## config.mk

```make
export PLATFORM = sky130hd
export DESIGN_NAME = t2ocd_decoder
export DESIGN_NICKNAME = d
export VERILOG_FILES = /design/src/t2ocd_pkg.sv /design/src/t2ocd_out_bank.sv /design/src/t2ocd_decoder.sv
export SDC_FILE = /design/constraint.sdc
export NUM_CORES = 1
export LEC_CHECK = 0
export BUFFER_PORTS_ARGS = -buffer_cell sky130_fd_sc_hd__buf_2
export CAP_MARGIN = 30
export CELL_PAD_IN_SITES_DETAIL_PLACEMENT = 1
export CELL_PAD_IN_SITES_GLOBAL_PLACEMENT = 1
export CORE_UTILIZATION = 39
export CTS_CLUSTER_DIAMETER = 200
export CTS_CLUSTER_SIZE = 20
export DETAILED_ROUTE_END_ITERATION = 16
export GPL_ROUTABILITY_DRIVEN = 0
export PLACE_DENSITY = 0.87
export SYNTH_ARGS = -nofsm -noshare
export SYNTH_HDL_FRONTEND = slang
export SYNTH_HIERARCHICAL = 1
export SYNTH_SLANG_ARGS = --single-unit
```

## constraint.sdc

```tcl
create_clock -name clk_in -period 4.4 [get_ports clk_in]
set_input_delay 0.88 -clock clk_in [delete_from_list [all_inputs] [get_ports clk_in]]
set_output_delay 0.88 -clock clk_in [all_outputs]
set_load 0.02 [all_outputs]
```

## src/t2ocd_pkg.sv

```systemverilog
// Purpose: Shared constants and carriers for the immediate command decoder
// Assumes: Host messages arrive already unframed as opcode, operand and data
// Notes:   Widths are fixed; one-hot state codes are written out
package t2ocd_pkg;

  localparam logic [7:0] OP_PAR_WR     = 8'h83;
  localparam logic [7:0] OP_PAR_RD     = 8'h84;
  localparam logic [7:0] OP_ALARM_RD   = 8'h87;
  localparam logic [7:0] OP_POS_RD     = 8'h88;
  localparam logic [7:0] OP_SET_OUT    = 8'h8b;
  localparam logic [7:0] OP_FAULT_CLR  = 8'h8e;
  localparam logic [7:0] OP_STOP_PURGE = 8'h98;
  localparam logic [7:0] OP_QREG_WR    = 8'h9e;
  localparam logic [7:0] OP_QREG_RD    = 8'h9f;
  localparam logic [7:0] OP_QLOAD      = 8'ha1;
  localparam logic [7:0] OP_QSAVE      = 8'ha2;
  localparam logic [7:0] OP_STOP       = 8'ha3;
  localparam logic [7:0] OP_UDP        = 8'hff;

  localparam logic [7:0] FLASH_OFFSET  = 8'h80;
  localparam int         FLASH_BIT     = 7;
  localparam int         LEVEL_BIT     = 7;
  localparam int         NUM_OUTPUTS   = 6;
  localparam logic [6:0] OUT_SEL_LAST  = 7'h05;

  localparam logic [7:0] SEL_ZERO      = 8'h00;
  localparam logic [7:0] SEL_ONE       = 8'h01;

  localparam logic [15:0] UDP_PORT     = 16'h1e5f;

  localparam logic [7:0] IDX_MOVE_ACCEL   = 8'h1e;
  localparam logic [7:0] IDX_NORMAL_DECEL = 8'h1f;
  localparam logic [7:0] IDX_MAX_CURRENT  = 8'h18;

  typedef enum logic [1:0] {
    T2OCD_RD_PARAM = 2'h0,
    T2OCD_RD_ALARM = 2'h1,
    T2OCD_RD_POS   = 2'h2,
    T2OCD_RD_QREG  = 2'h3
  } t2ocd_rd_kind_e;

  typedef enum logic [1:0] {
    T2OCD_IDLE = 2'b01,
    T2OCD_WAIT = 2'b10
  } t2ocd_state_e;

  typedef struct packed {
    logic [7:0]  opcode;
    logic [7:0]  operand;
    logic [31:0] data;
  } t2ocd_cmd_s;

  typedef struct packed {
    logic        req;
    logic [1:0]  kind;
    logic [7:0]  sel;
  } t2ocd_rd_s;

endpackage

```

## src/t2ocd_out_bank.sv

```systemverilog
// Purpose: Holds the discrete output levels set by immediate output commands
// Assumes: Select codes past the last fitted output are dropped silently
// Notes:   Outputs reset low, the safe idle level for external loads
`timescale 1ns/10ps
module t2ocd_out_bank
  import t2ocd_pkg::*;
(
  input  wire logic                   clk_in,
  input  wire logic                   reset_n_in,
  input  wire logic                   set_in,
  input  wire logic [7:0]             code_in,
  output logic      [NUM_OUTPUTS-1:0] level_out
);

  logic [NUM_OUTPUTS-1:0] level_reg;
  logic [NUM_OUTPUTS-1:0] level_next;
  logic [NUM_OUTPUTS-1:0] hit;
  wire  [6:0]             sel       = code_in[6:0];
  wire                    lvl       = ~code_in[LEVEL_BIT];
  wire                    sel_valid = sel <= OUT_SEL_LAST;

  // Codes 00 upward drive high, 80 upward drive low
  assign hit        = (set_in && sel_valid) ? (NUM_OUTPUTS'(1) << sel[2:0]) : '0;
  assign level_next = (level_reg & ~hit) | (hit & {NUM_OUTPUTS{lvl}});
  assign level_out  = level_reg;

  always_ff @(posedge clk_in or negedge reset_n_in) begin
    if (!reset_n_in) begin
      level_reg <= '0;
    end else begin
      level_reg <= level_next;
    end
  end

endmodule

```

## src/t2ocd_decoder.sv

```systemverilog
// Purpose: Decodes binary immediate command messages and drives drive resources
// Assumes: Host and resources share clk_in; reads answer with rd_ack_in
// Notes:   One command at a time; cmd_ready_out is low while a read is pending
//
// Notes on behaviour
// - Opcode 83 writes a 16-bit value into the parameter picked by the index.
// - Index with 0x80 added also stores the write in flash.
// - Opcode 84 returns the 16-bit parameter picked by the index.
// - Opcode 87 returns the alarm history entry picked by the operand.
// - Opcode 88 returns 32-bit position: 0 encoder count, 1 absolute.
// - Opcode 8B drives one output: bits 0-6 select, bit 7 level.
// - Codes 00 upward set high, 80 upward set low, up to 05/85.
// - Opcode 8E clears the fault; motor stays off until enabled again.
// - Opcode 98 stops the move and purges the command buffer.
// - Opcode A3 stops keeping the buffer; operand 0 quick, 1 normal decel.
// - Opcode 9E writes a 16 or 32-bit value to the named queue register.
// - Queue register writes pass unchecked; host sends valid values.
// - Opcode 9F returns the contents of the named queue register.
// - After A1, type 1 commands are stored in the queue, not run.
// - Opcode A2 saves the queue buffer as the numbered segment.
// - Opcode FF operand 0 opens the UDP port and listens.
// - Opcode FF operand 1 closes the UDP port and resets it.
// - Parameter operands are hex indices, e.g. 1E accel, 1F decel.
`timescale 1ns/10ps
module t2ocd_decoder
  import t2ocd_pkg::*;
(
  input  wire logic                   clk_in,
  input  wire logic                   reset_n_in,
  input  wire t2ocd_cmd_s             cmd_in,
  input  wire logic                   cmd_valid_in,
  output logic                        cmd_ready_out,
  input  wire logic                   t1_valid_in,
  output logic                        t1_exec_out,
  output logic                        t1_queue_out,
  output logic                        par_wr_out,
  output logic                        par_flash_out,
  output logic [7:0]                  index_out,
  output logic [31:0]                 wr_data_out,
  output logic                        qreg_wr_out,
  output t2ocd_rd_s                   rd_out,
  input  wire logic                   rd_ack_in,
  input  wire logic [31:0]            rd_data_in,
  output logic                        resp_valid_out,
  output logic [31:0]                 resp_data_out,
  output logic [NUM_OUTPUTS-1:0]      dout_out,
  output logic                        fault_clear_out,
  output logic                        stop_out,
  output logic                        stop_purge_out,
  output logic                        stop_normal_decel_out,
  output logic                        qload_active_out,
  output logic                        qsave_out,
  output logic                        udp_open_out,
  output logic                        udp_close_out,
  output logic                        udp_listen_out
);

  function automatic logic op_is(input logic [7:0] op, input logic [7:0] code);
    op_is = (op == code);
  endfunction

  function automatic logic sel_bit(input logic [7:0] operand);
    sel_bit = (operand == SEL_ZERO) || (operand == SEL_ONE);
  endfunction

  t2ocd_state_e state_reg;
  t2ocd_state_e state_next;

  logic         par_wr_reg;
  logic         par_flash_reg;
  logic [7:0]   index_reg;
  logic [31:0]  wr_data_reg;
  logic         qreg_wr_reg;
  t2ocd_rd_s    rd_reg;
  t2ocd_rd_s    rd_next;
  logic         resp_valid_reg;
  logic [31:0]  resp_data_reg;
  logic         fault_clear_reg;
  logic         stop_reg;
  logic         stop_purge_reg;
  logic         stop_normal_decel_reg;
  logic         qload_reg;
  logic         qload_next;
  logic         qsave_reg;
  logic         udp_open_reg;
  logic         udp_close_reg;
  logic         udp_listen_reg;
  logic         udp_listen_next;
  logic         t1_exec_reg;
  logic         t1_queue_reg;
  logic         ready_reg;

  wire [7:0]    op       = cmd_in.opcode;
  wire [7:0]    operand  = cmd_in.operand;
  wire          accept   = cmd_valid_in && ready_reg;
  wire          sel_ok   = sel_bit(operand);

  // Anything not matched below falls through with no effect
  wire          do_par_wr   = accept && op_is(op, OP_PAR_WR);
  wire          do_par_rd   = accept && op_is(op, OP_PAR_RD);
  wire          do_alarm_rd = accept && op_is(op, OP_ALARM_RD);
  wire          do_pos_rd   = accept && op_is(op, OP_POS_RD) && sel_ok;
  wire          do_set_out  = accept && op_is(op, OP_SET_OUT);
  wire          do_fclr     = accept && op_is(op, OP_FAULT_CLR);
  wire          do_spurge   = accept && op_is(op, OP_STOP_PURGE) && sel_ok;
  wire          do_stop     = accept && op_is(op, OP_STOP) && sel_ok;
  wire          do_qreg_wr  = accept && op_is(op, OP_QREG_WR);
  wire          do_qreg_rd  = accept && op_is(op, OP_QREG_RD);
  wire          do_qload    = accept && op_is(op, OP_QLOAD);
  wire          do_qsave    = accept && op_is(op, OP_QSAVE);
  wire          do_udp_open = accept && op_is(op, OP_UDP) && (operand == SEL_ZERO);
  wire          do_udp_cls  = accept && op_is(op, OP_UDP) && (operand == SEL_ONE);
  wire          do_read     = do_par_rd || do_alarm_rd || do_pos_rd || do_qreg_rd;
  wire          do_index    = do_par_wr || do_qreg_wr || do_qsave || do_read;

  // Write index drops the flash offset; reads keep the full operand
  wire [7:0]    wr_index    = operand & ~FLASH_OFFSET;
  wire          wr_flash    = operand[FLASH_BIT];
  wire [7:0]    index_next  = do_par_wr ? wr_index : operand;

  // Fault clear does not touch motor enable; host must re-enable
  wire          fclr_next   = do_fclr;

  // Queue register data passes unchecked; the register sizes it
  wire          qwr_next    = do_qreg_wr;

  // Queue load stays on until the buffer is saved as a segment
  assign qload_next = do_qload ? 1'b1 : (do_qsave ? 1'b0 : qload_reg);

  assign udp_listen_next = do_udp_open ? 1'b1 : (do_udp_cls ? 1'b0 : udp_listen_reg);

  // Read kind chosen from the opcode; the operand selects within it
  wire [1:0]    rd_kind = do_par_rd   ? T2OCD_RD_PARAM :
                          do_alarm_rd ? T2OCD_RD_ALARM :
                          do_pos_rd   ? T2OCD_RD_POS   : T2OCD_RD_QREG;

  assign rd_next.req  = do_read;
  assign rd_next.kind = do_read ? rd_kind : rd_reg.kind;
  assign rd_next.sel  = do_read ? operand : rd_reg.sel;

  always_comb begin
    state_next = state_reg;
    unique case (state_reg)
      T2OCD_IDLE: begin
        if (do_read) begin
          state_next = T2OCD_WAIT;
        end
      end
      T2OCD_WAIT: begin
        if (rd_ack_in) begin
          state_next = T2OCD_IDLE;
        end
      end
    endcase
  end

  wire          ready_next = (state_next == T2OCD_IDLE);
  wire          resp_next  = (state_reg == T2OCD_WAIT) && rd_ack_in;

  always_ff @(posedge clk_in or negedge reset_n_in) begin
    if (!reset_n_in) begin
      state_reg <= T2OCD_IDLE;
      ready_reg <= 1'b1;
    end else begin
      state_reg <= state_next;
      ready_reg <= ready_next;
    end
  end

  always_ff @(posedge clk_in or negedge reset_n_in) begin
    if (!reset_n_in) begin
      par_wr_reg    <= 1'b0;
      par_flash_reg <= 1'b0;
      qreg_wr_reg   <= 1'b0;
    end else begin
      par_wr_reg    <= do_par_wr;
      par_flash_reg <= do_par_wr && wr_flash;
      qreg_wr_reg   <= qwr_next;
    end
  end

  // Payload holds between strobes so a slow consumer can latch it late
  always_ff @(posedge clk_in or negedge reset_n_in) begin
    if (!reset_n_in) begin
      wr_data_reg   <= 32'h0000_0000;
      index_reg     <= 8'h00;
    end else begin
      if (do_par_wr || do_qreg_wr) begin
        wr_data_reg <= do_par_wr ? {16'h0000, cmd_in.data[15:0]} : cmd_in.data;
      end
      if (do_index) begin
        index_reg <= index_next;
      end
    end
  end

  always_ff @(posedge clk_in or negedge reset_n_in) begin
    if (!reset_n_in) begin
      rd_reg         <= '0;
    end else begin
      rd_reg         <= rd_next;
    end
  end

  always_ff @(posedge clk_in or negedge reset_n_in) begin
    if (!reset_n_in) begin
      resp_valid_reg <= 1'b0;
      resp_data_reg  <= 32'h0000_0000;
    end else begin
      resp_valid_reg <= resp_next;
      if (resp_next) begin
        resp_data_reg <= rd_data_in;
      end
    end
  end

  always_ff @(posedge clk_in or negedge reset_n_in) begin
    if (!reset_n_in) begin
      fault_clear_reg       <= 1'b0;
      stop_reg              <= 1'b0;
      stop_purge_reg        <= 1'b0;
    end else begin
      fault_clear_reg <= fclr_next;
      stop_reg        <= do_stop || do_spurge;
      stop_purge_reg  <= do_spurge;
    end
  end

  // Decel choice is a level so the motion side can read it after the pulse
  always_ff @(posedge clk_in or negedge reset_n_in) begin
    if (!reset_n_in) begin
      stop_normal_decel_reg <= 1'b0;
    end else begin
      if (do_stop || do_spurge) begin
        stop_normal_decel_reg <= operand[0];
      end
    end
  end

  always_ff @(posedge clk_in or negedge reset_n_in) begin
    if (!reset_n_in) begin
      qload_reg      <= 1'b0;
      qsave_reg      <= 1'b0;
    end else begin
      qload_reg      <= qload_next;
      qsave_reg      <= do_qsave;
    end
  end

  always_ff @(posedge clk_in or negedge reset_n_in) begin
    if (!reset_n_in) begin
      udp_open_reg   <= 1'b0;
      udp_close_reg  <= 1'b0;
      udp_listen_reg <= 1'b0;
    end else begin
      udp_open_reg   <= do_udp_open;
      udp_close_reg  <= do_udp_cls;
      udp_listen_reg <= udp_listen_next;
    end
  end

  // Type 1 commands steer to the queue while loading, else run
  always_ff @(posedge clk_in or negedge reset_n_in) begin
    if (!reset_n_in) begin
      t1_exec_reg  <= 1'b0;
    end else begin
      t1_exec_reg  <= t1_valid_in && !qload_reg;
    end
  end

  // Exactly one of the two routes fires for each arriving command
  always_ff @(posedge clk_in or negedge reset_n_in) begin
    if (!reset_n_in) begin
      t1_queue_reg <= 1'b0;
    end else begin
      t1_queue_reg <= t1_valid_in && qload_reg;
    end
  end

  t2ocd_out_bank u_out_bank (
    .clk_in     (clk_in),
    .reset_n_in (reset_n_in),
    .set_in     (do_set_out),
    .code_in    (operand),
    .level_out  (dout_out)
  );

  assign cmd_ready_out         = ready_reg;
  assign t1_exec_out           = t1_exec_reg;
  assign t1_queue_out          = t1_queue_reg;
  assign par_wr_out            = par_wr_reg;
  assign par_flash_out         = par_flash_reg;
  assign index_out             = index_reg;
  assign wr_data_out           = wr_data_reg;
  assign qreg_wr_out           = qreg_wr_reg;
  assign rd_out                = rd_reg;
  assign resp_valid_out        = resp_valid_reg;
  assign resp_data_out         = resp_data_reg;
  assign fault_clear_out       = fault_clear_reg;
  assign stop_out              = stop_reg;
  assign stop_purge_out        = stop_purge_reg;
  assign stop_normal_decel_out = stop_normal_decel_reg;
  assign qload_active_out      = qload_reg;
  assign qsave_out             = qsave_reg;
  assign udp_open_out          = udp_open_reg;
  assign udp_close_out         = udp_close_reg;
  assign udp_listen_out        = udp_listen_reg;

endmodule

```

==> metrics.txt, run 1 <==
HP Class in2async; Max clock buf depth 2; Final ANT Viol Nets 0; antenna violations before repair 0; largest net degree at the start of global routing 65; Synth async-reset ratio 100%; r2r setup slk between 1.5 and 2 ns; Max Cap Viol 0; final net count ~580; Routed WL per cell between 15 and 20 um; cell family with most CP delay simple AND/OR/NAND/NOR gates; clock root cell clkbuf_8; WS Path Type in2reg; fraction of layout cells with a size suffix above 1 a little over half; CP max stage cell nor3b_2; placed cell count about 630; starting density of the core 40.2%; total track usage 19.2%; CP max stage delay 0.59 ns; Die Wd between 100 and 150 um; Post-CTS Resized 0; Setup Total Neg Slack 0 ns; Netlist cell types 45; H-tree lvl count 3; Worst slew margin about half; CP arrival 3.09 ns; cell area power density about 470 mW/mm2; vias per cell 4.91; sequential share of power 49.2%; reg2reg end index_out[5]; core area about 0.011 mm2; unrepaired setup endpoints after global routing false; global-route wire length before repair approximately 17000 um; Cells after Synth a little over 300; Rows 38; clk sinks ~110; hpwl dp roughly 8000 um; cts hold-fix bufs 0; RR Startpoint cmd_ready_out; Synth top area share 60.3%; Initial DRC Count approximately 100; Die H 108 um; CTS clk-pin slew, worst paths ~0.090 ns; hold_ws 0.403 ns; via count 3157; clock power share 20.4%; vias in the first global route around 3400; Seq/Total Area, Yosys between 60% and 70%; drc violations 0; Synth area leaders dfrtp_1 (60%), mux2_2 (13%), mux2i_1 (5.1%); Clock Skew a little over 0.01 ns; fmax between 300 and 400 MHz; CTS Buf Count 9; Leak 3.01 nW; Synth Warn # 6; R2R depth 5; TritonCTS clock tree yes; VDD IR max approximately 0.25 mV; Logic pwr share between 30 and 40%; synth-to-layout area growth 29.5%; final hold vios 0; Post-Route WL roughly 11000 um; ANT cells 0; Die ar. ~0.012 mm2; Final Cycle Share between 60 and 70%; Sw Ratio ~33%; total power about 0.0027 W; Buf/Inv on CP 1; worst-path fanout max 20; Tightest Pin Transition roughly 0.72 ns; shortest period the worst path allows around 2.8 ns; Ports 190; number of setup buffers added after CTS 0; CP endpoint kind flip-flop; P_sw a little under 0.0009 W; Most used DFF post-synth dfrtp_1; Port Buffers roughly 190; Synth Register Bits 107; Finished Layout Cells between 600 and 700; final core occ between 50% and 60%; critical path data required time 4.65 ns; Pre-Repair DR Iteration Count 4; CP Cell Sequence buf_2, and4_1, and3_1, a211oi_1, nor3b_2, mux2_2; Int Pwr approximately 0.0018 W; status finished clean; Critical Path Start Type primary input; Worst-Skew Late Latency 0.36 ns; Synth area leader dfrtp_1; Setup Viol. Count Final 0; synthesized area around 0.0044 mm2; Post-synth EDFFs 0; gr ovfl total 0; Mean Syn Cell Area approximately 14 um2; max-slew violations 0; syn_nets 393
## routing by layer
| metal | track usage, % | part of all wire [%] |
|---|---|---|
| met5 | 0 | 0 |
| met4 | 7.73 | 1.6 |
| met3 | 4.48 | 6.5 |
| met2 | 34.1 | 53 |
| met1 | 22.3 | 39 |
## cell usage in the layout, fill, tap and decap left out, types with 2 or more instances in the layout
cell,instances
nor3b_2,3
o21ai_0,2
and4_1,2
nand3_1,5
nor2b_1,5
and2_1,5
or3_1,2
a21oi_1,2
clkbuf_8,11
dfstp_2,2
mux2i_1,22
nor4bb_1,2
buf_4,4
nand4b_1,3
mux2_4,6
mux2_2,49
dfrtp_1,105
inv_1,10
and3_1,2
nor3b_1,2
nand2_1,6
buf_2,188
nor2_1,25
clkbuf_1,3
mux2_1,10
nor3_1,6
nor4_1,2
## final cells by class
| class | instances | area [um2] |
|---|---|---|
| Fill cell | 1199 | 5200 |
| Sequential cell | 107 | 2680 |
| Multi-Input combinational cell | 178 | 1580 |
| Timing Repair Buffer | 193 | 998 |
| Tap cell | 140 | 175 |
| Clock buffer | 14 | 163 |
| Inverter | 10 | 37.5 |
| Clock inverter | 1 | 8.76 |
## metrics by stage
| stage | setup slack, ns | instance area [um2] |
|---|---|---|
| 4_1_cts | 1.53 | 5640 |
| 6_report | 1.56 | 5640 |
| 5_1_grt | 1.42 | 5640 |
| 3_3_place_gp | 1.30 | 5440 |
| 3_5_place_dp | 1.11 | 5470 |
| 2_1_floorplan | 1.87 | 4360 |
## worst max path at each step
| stage | startpoint | to | slack, ns | cells after the start |
|---|---|---|---|---|
| floorplan | cmd_in[41] | index_out[0] | 1.87 | 6 |
| global placement | cmd_in[40] | index_out[4] | 1.30 | 6 |
| detailed placement | cmd_in[40] | index_out[5] | 1.11 | 6 |
| CTS | cmd_in[40] | index_out[5] | 1.53 | 6 |
| global route | cmd_in[40] | index_out[5] | 1.42 | 6 |
| finish | cmd_in[40] | index_out[5] | 1.56 | 6 |
## synth_stat cells (3+ instances only)
cell type  count
nor3b_1        4
nor3_1         6
mux2_2        49
dfrtp_1      105
nand2_1        6
clkbuf_1       5
mux2i_1       22
nor2_1        25
nor2b_1        5
buf_4          3
mux2_1        10
nand3_1        5
nand4b_1       3
and2_1         5
inv_1         10
mux2_4         6
## kinds of logic (layout without fill, tap and decap cells)
logic type      after synthesis  count (layout)  share of synthesized area, %
compound gates               13              13                          2.53
buf+inv                      23             218                          2.47
flops                       107             107                          61.5
mux                          87              87                          22.4
simple gates                 78              78                          11.1
## power by group through the flow
stage | clock, W | sequential, W | combinational (W)
2_1_floorplan | 0 | 0.00157 | 0.000226
5_1_grt | 0.000607 | 0.00133 | 0.000862
3_5_place_dp | 0 | 0.00133 | 0.000820
4_1_cts | 0.000570 | 0.00131 | 0.000822
3_3_place_gp | 0 | 0.00131 | 0.000790
6_report | 0.000543 | 0.00131 | 0.000807
Note: power is estimated with default switching activity, not from simulation.
==> inputs of run 2 (changes only) <==
CORE_UTILIZATION = 33   (was 39)
PLACE_DENSITY = 0.79   (was 0.87)
clock period = 2.5 ns   (was 4.4 ns; I/O delays follow)
==> run 2 against run 1 <==
Clock-buffer cell count rose by 1. Setup slack got worse by 1.3 ns. Worst hold slack worse by 0.34 ns. Total power grew 90%. Non-clock buffer count is 4 higher. Global-route usage down 2.7 points. Flip-flop and latch count unchanged. Sequential share of layout area is 1.5 points lower.
==> metrics.txt, run 2 (same netlist as run 1, synthesis figures left out) <==
largest net degree at the start of global routing 57 (was 65); Die H 117 um (was 108 um); CTS Buf Count 9 (unchanged); max-slew violations 0 (unchanged); WS Path Type reg2reg (was in2reg); vias in the first global route 3308 (was 3444); final net count 588 (was 584); Die Wd 117 um (was 108 um); met2 usage 28.7% (was 34.1%); cell area power density 866 mW/mm2 (was 471 mW/mm2); Post-Route WL 10700 um (about the same); clk sinks 107 (unchanged); final core occ 45.8% (was 52.0%); gr busiest metal met2 (unchanged); shortest period the worst path allows 2.28 ns; Finished Layout Cells 679 (was 643); Max Cap Viol 0 (unchanged); drc violations 0 (unchanged); worst-path fanout max 8 (was 20); Clock Skew 0.00538 ns (was 0.0102 ns); commonest non-fill, non-tap cells in the layout buf_2 (188), dfrtp_1 (105), mux2_2 (49), nor2_1 (25), mux2i_1 (22) (unchanged); Setup Viol. Count Final 0 (unchanged); synth-to-layout area growth 33.7% (was 29.5%); Routed WL per cell 15.8 um (was 16.6 um); CP endpoint kind flip-flop (unchanged); Final ANT Viol Nets 0 (unchanged); met1 Use GR 19.6% (was 22.3%); hpwl dp 8290 um (was 8040 um); status finished clean (unchanged); number of setup buffers added after CTS 0 (unchanged); Critical Path Start Type flip-flop (was primary input); Leak 3.08 nW (was 3.01 nW); Tightest Pin Transition 0.691 ns (was 0.724 ns); hold_ws 0.0664 ns (was 0.403 ns); TritonCTS clock tree yes (unchanged); gr ovfl total 0 (unchanged); placed cell count 664 (was 628); Worst slew margin 53.9% (was 51.7%); Rows 41 (was 38); final hold vios 0 (unchanged); antenna violations before repair 0 (unchanged); fmax 439 MHz; via count 3152 (was 3157); vias per cell 4.64 (was 4.91); VDD IR max 0.519 mV (was 0.253 mV); cts hold-fix bufs 0 (unchanged); CP arrival 2.50 ns (was 3.09 ns); commonest non-fill, non-tap cell in the layout buf_2 (unchanged); clock root cell clkbuf_16 (was clkbuf_8); Post-CTS Resized 0 (unchanged); unrepaired setup endpoints after global routing false (unchanged); CTS clk-pin slew, worst paths 0.07 ns (was 0.09 ns); Initial DRC Count 88 (was 101); Pre-Repair DR Iteration Count 4 (unchanged); Final Cycle Share around nine tenths; Port Buffers 189 (unchanged); Ports 190 (unchanged); Setup Total Neg Slack 0 ns (unchanged); H-tree lvl count 3 (unchanged); total power 0.00504 W (was 0.00266 W); critical path data required time 2.73 ns (was 4.65 ns); HP Class in2async (unchanged); ANT cells 0 (unchanged); total track usage 16.6% (was 19.2%); core area 0.0127 mm2 (was 0.0108 mm2); met3 Track Usage GR 4.22% (was 4.48%); Die ar. 0.0137 mm2 (was 0.0116 mm2); fraction of layout cells with a size suffix above 1 54.8% (was 54.7%); Max clock buf depth 2 (unchanged); FILL cells 1421 (was 1199); Worst-Skew Late Latency 0.34 ns (was 0.36 ns); starting density of the core 34.2% (was 40.2%); global-route wire length before repair 16800 um (was 17000 um)
[run 2: changes by cell type in the layout (fill, tap and decap cells not counted), sizes merged]
cell,before,now
buf,193,197
clkbuf,14,15
clkinv,1,0
[run 2: cell type report]
| class | instances | area [um2] | area share (%) |
|---|---|---|---|
| multi-input combinational | 178 | 1580 | 27.1 |
| clock buffer | 15 | 268 | 4.60 |
| inverter | 10 | 37.5 | 0.644 |
| sequential | 107 | 2680 | 46.0 |
| timing repair buffer | 197 | 1050 | 18.0 |
| tap | 172 | 215 | 3.69 |
[run 2: per-stage QoR]
| step | setup slack, ns | cell area, um2 |
|---|---|---|
| after floorplan | 0.346 | 4360 |
| after global placement | 0.0518 | 5560 |
| after detailed placement | -0.0202 | 5560 |
| after CTS | 0.232 | 5830 |
| after global routing | 0.138 | 5830 |
| final | 0.221 | 5830 |
[run 2: metal layers]
| metal | routed length (um) | share of wire [%] |
|---|---|---|
| met5 | 0 | 0 |
| met1 | 4460 | 42 |
| met2 | 5420 | 51 |
| met4 | 162 | 1.5 |
| met3 | 674 | 6.3 |
[run 2: power by group]
group	internal (W)	switching [W]
registers	0.00211	0.000201
logic	0.000597	0.000819
clock network	0.000727	0.000587
total	0.00343	0.00161
[run 2: worst max-delay path, cell delays in order (launching register included)]
cell and delay [ns]:
dfstp_2 0.40, and2_1 0.17, and3_1 0.25, a211oi_1 0.30, nor3b_2 0.63, mux2_2 0.41
[run 2: path summary, 6_finish.rpt]
path	endpoint	from	cells after the start	slack [ns]
worst max-delay path	index_out[5]	cmd_ready_out	5	0.22
worst min-delay path	wr_data_out[25]	reset_n_in	1	0.07
worst max register to register	index_out[5]	cmd_ready_out	5	0.22
worst min register to register	wr_data_out[6]	wr_data_out[6]	1	0.49
max in group asynchronous	cmd_ready_out	reset_n_in	2	1.71
min in group clk_in	wr_data_out[6]	cmd_in[6]	2	0.37
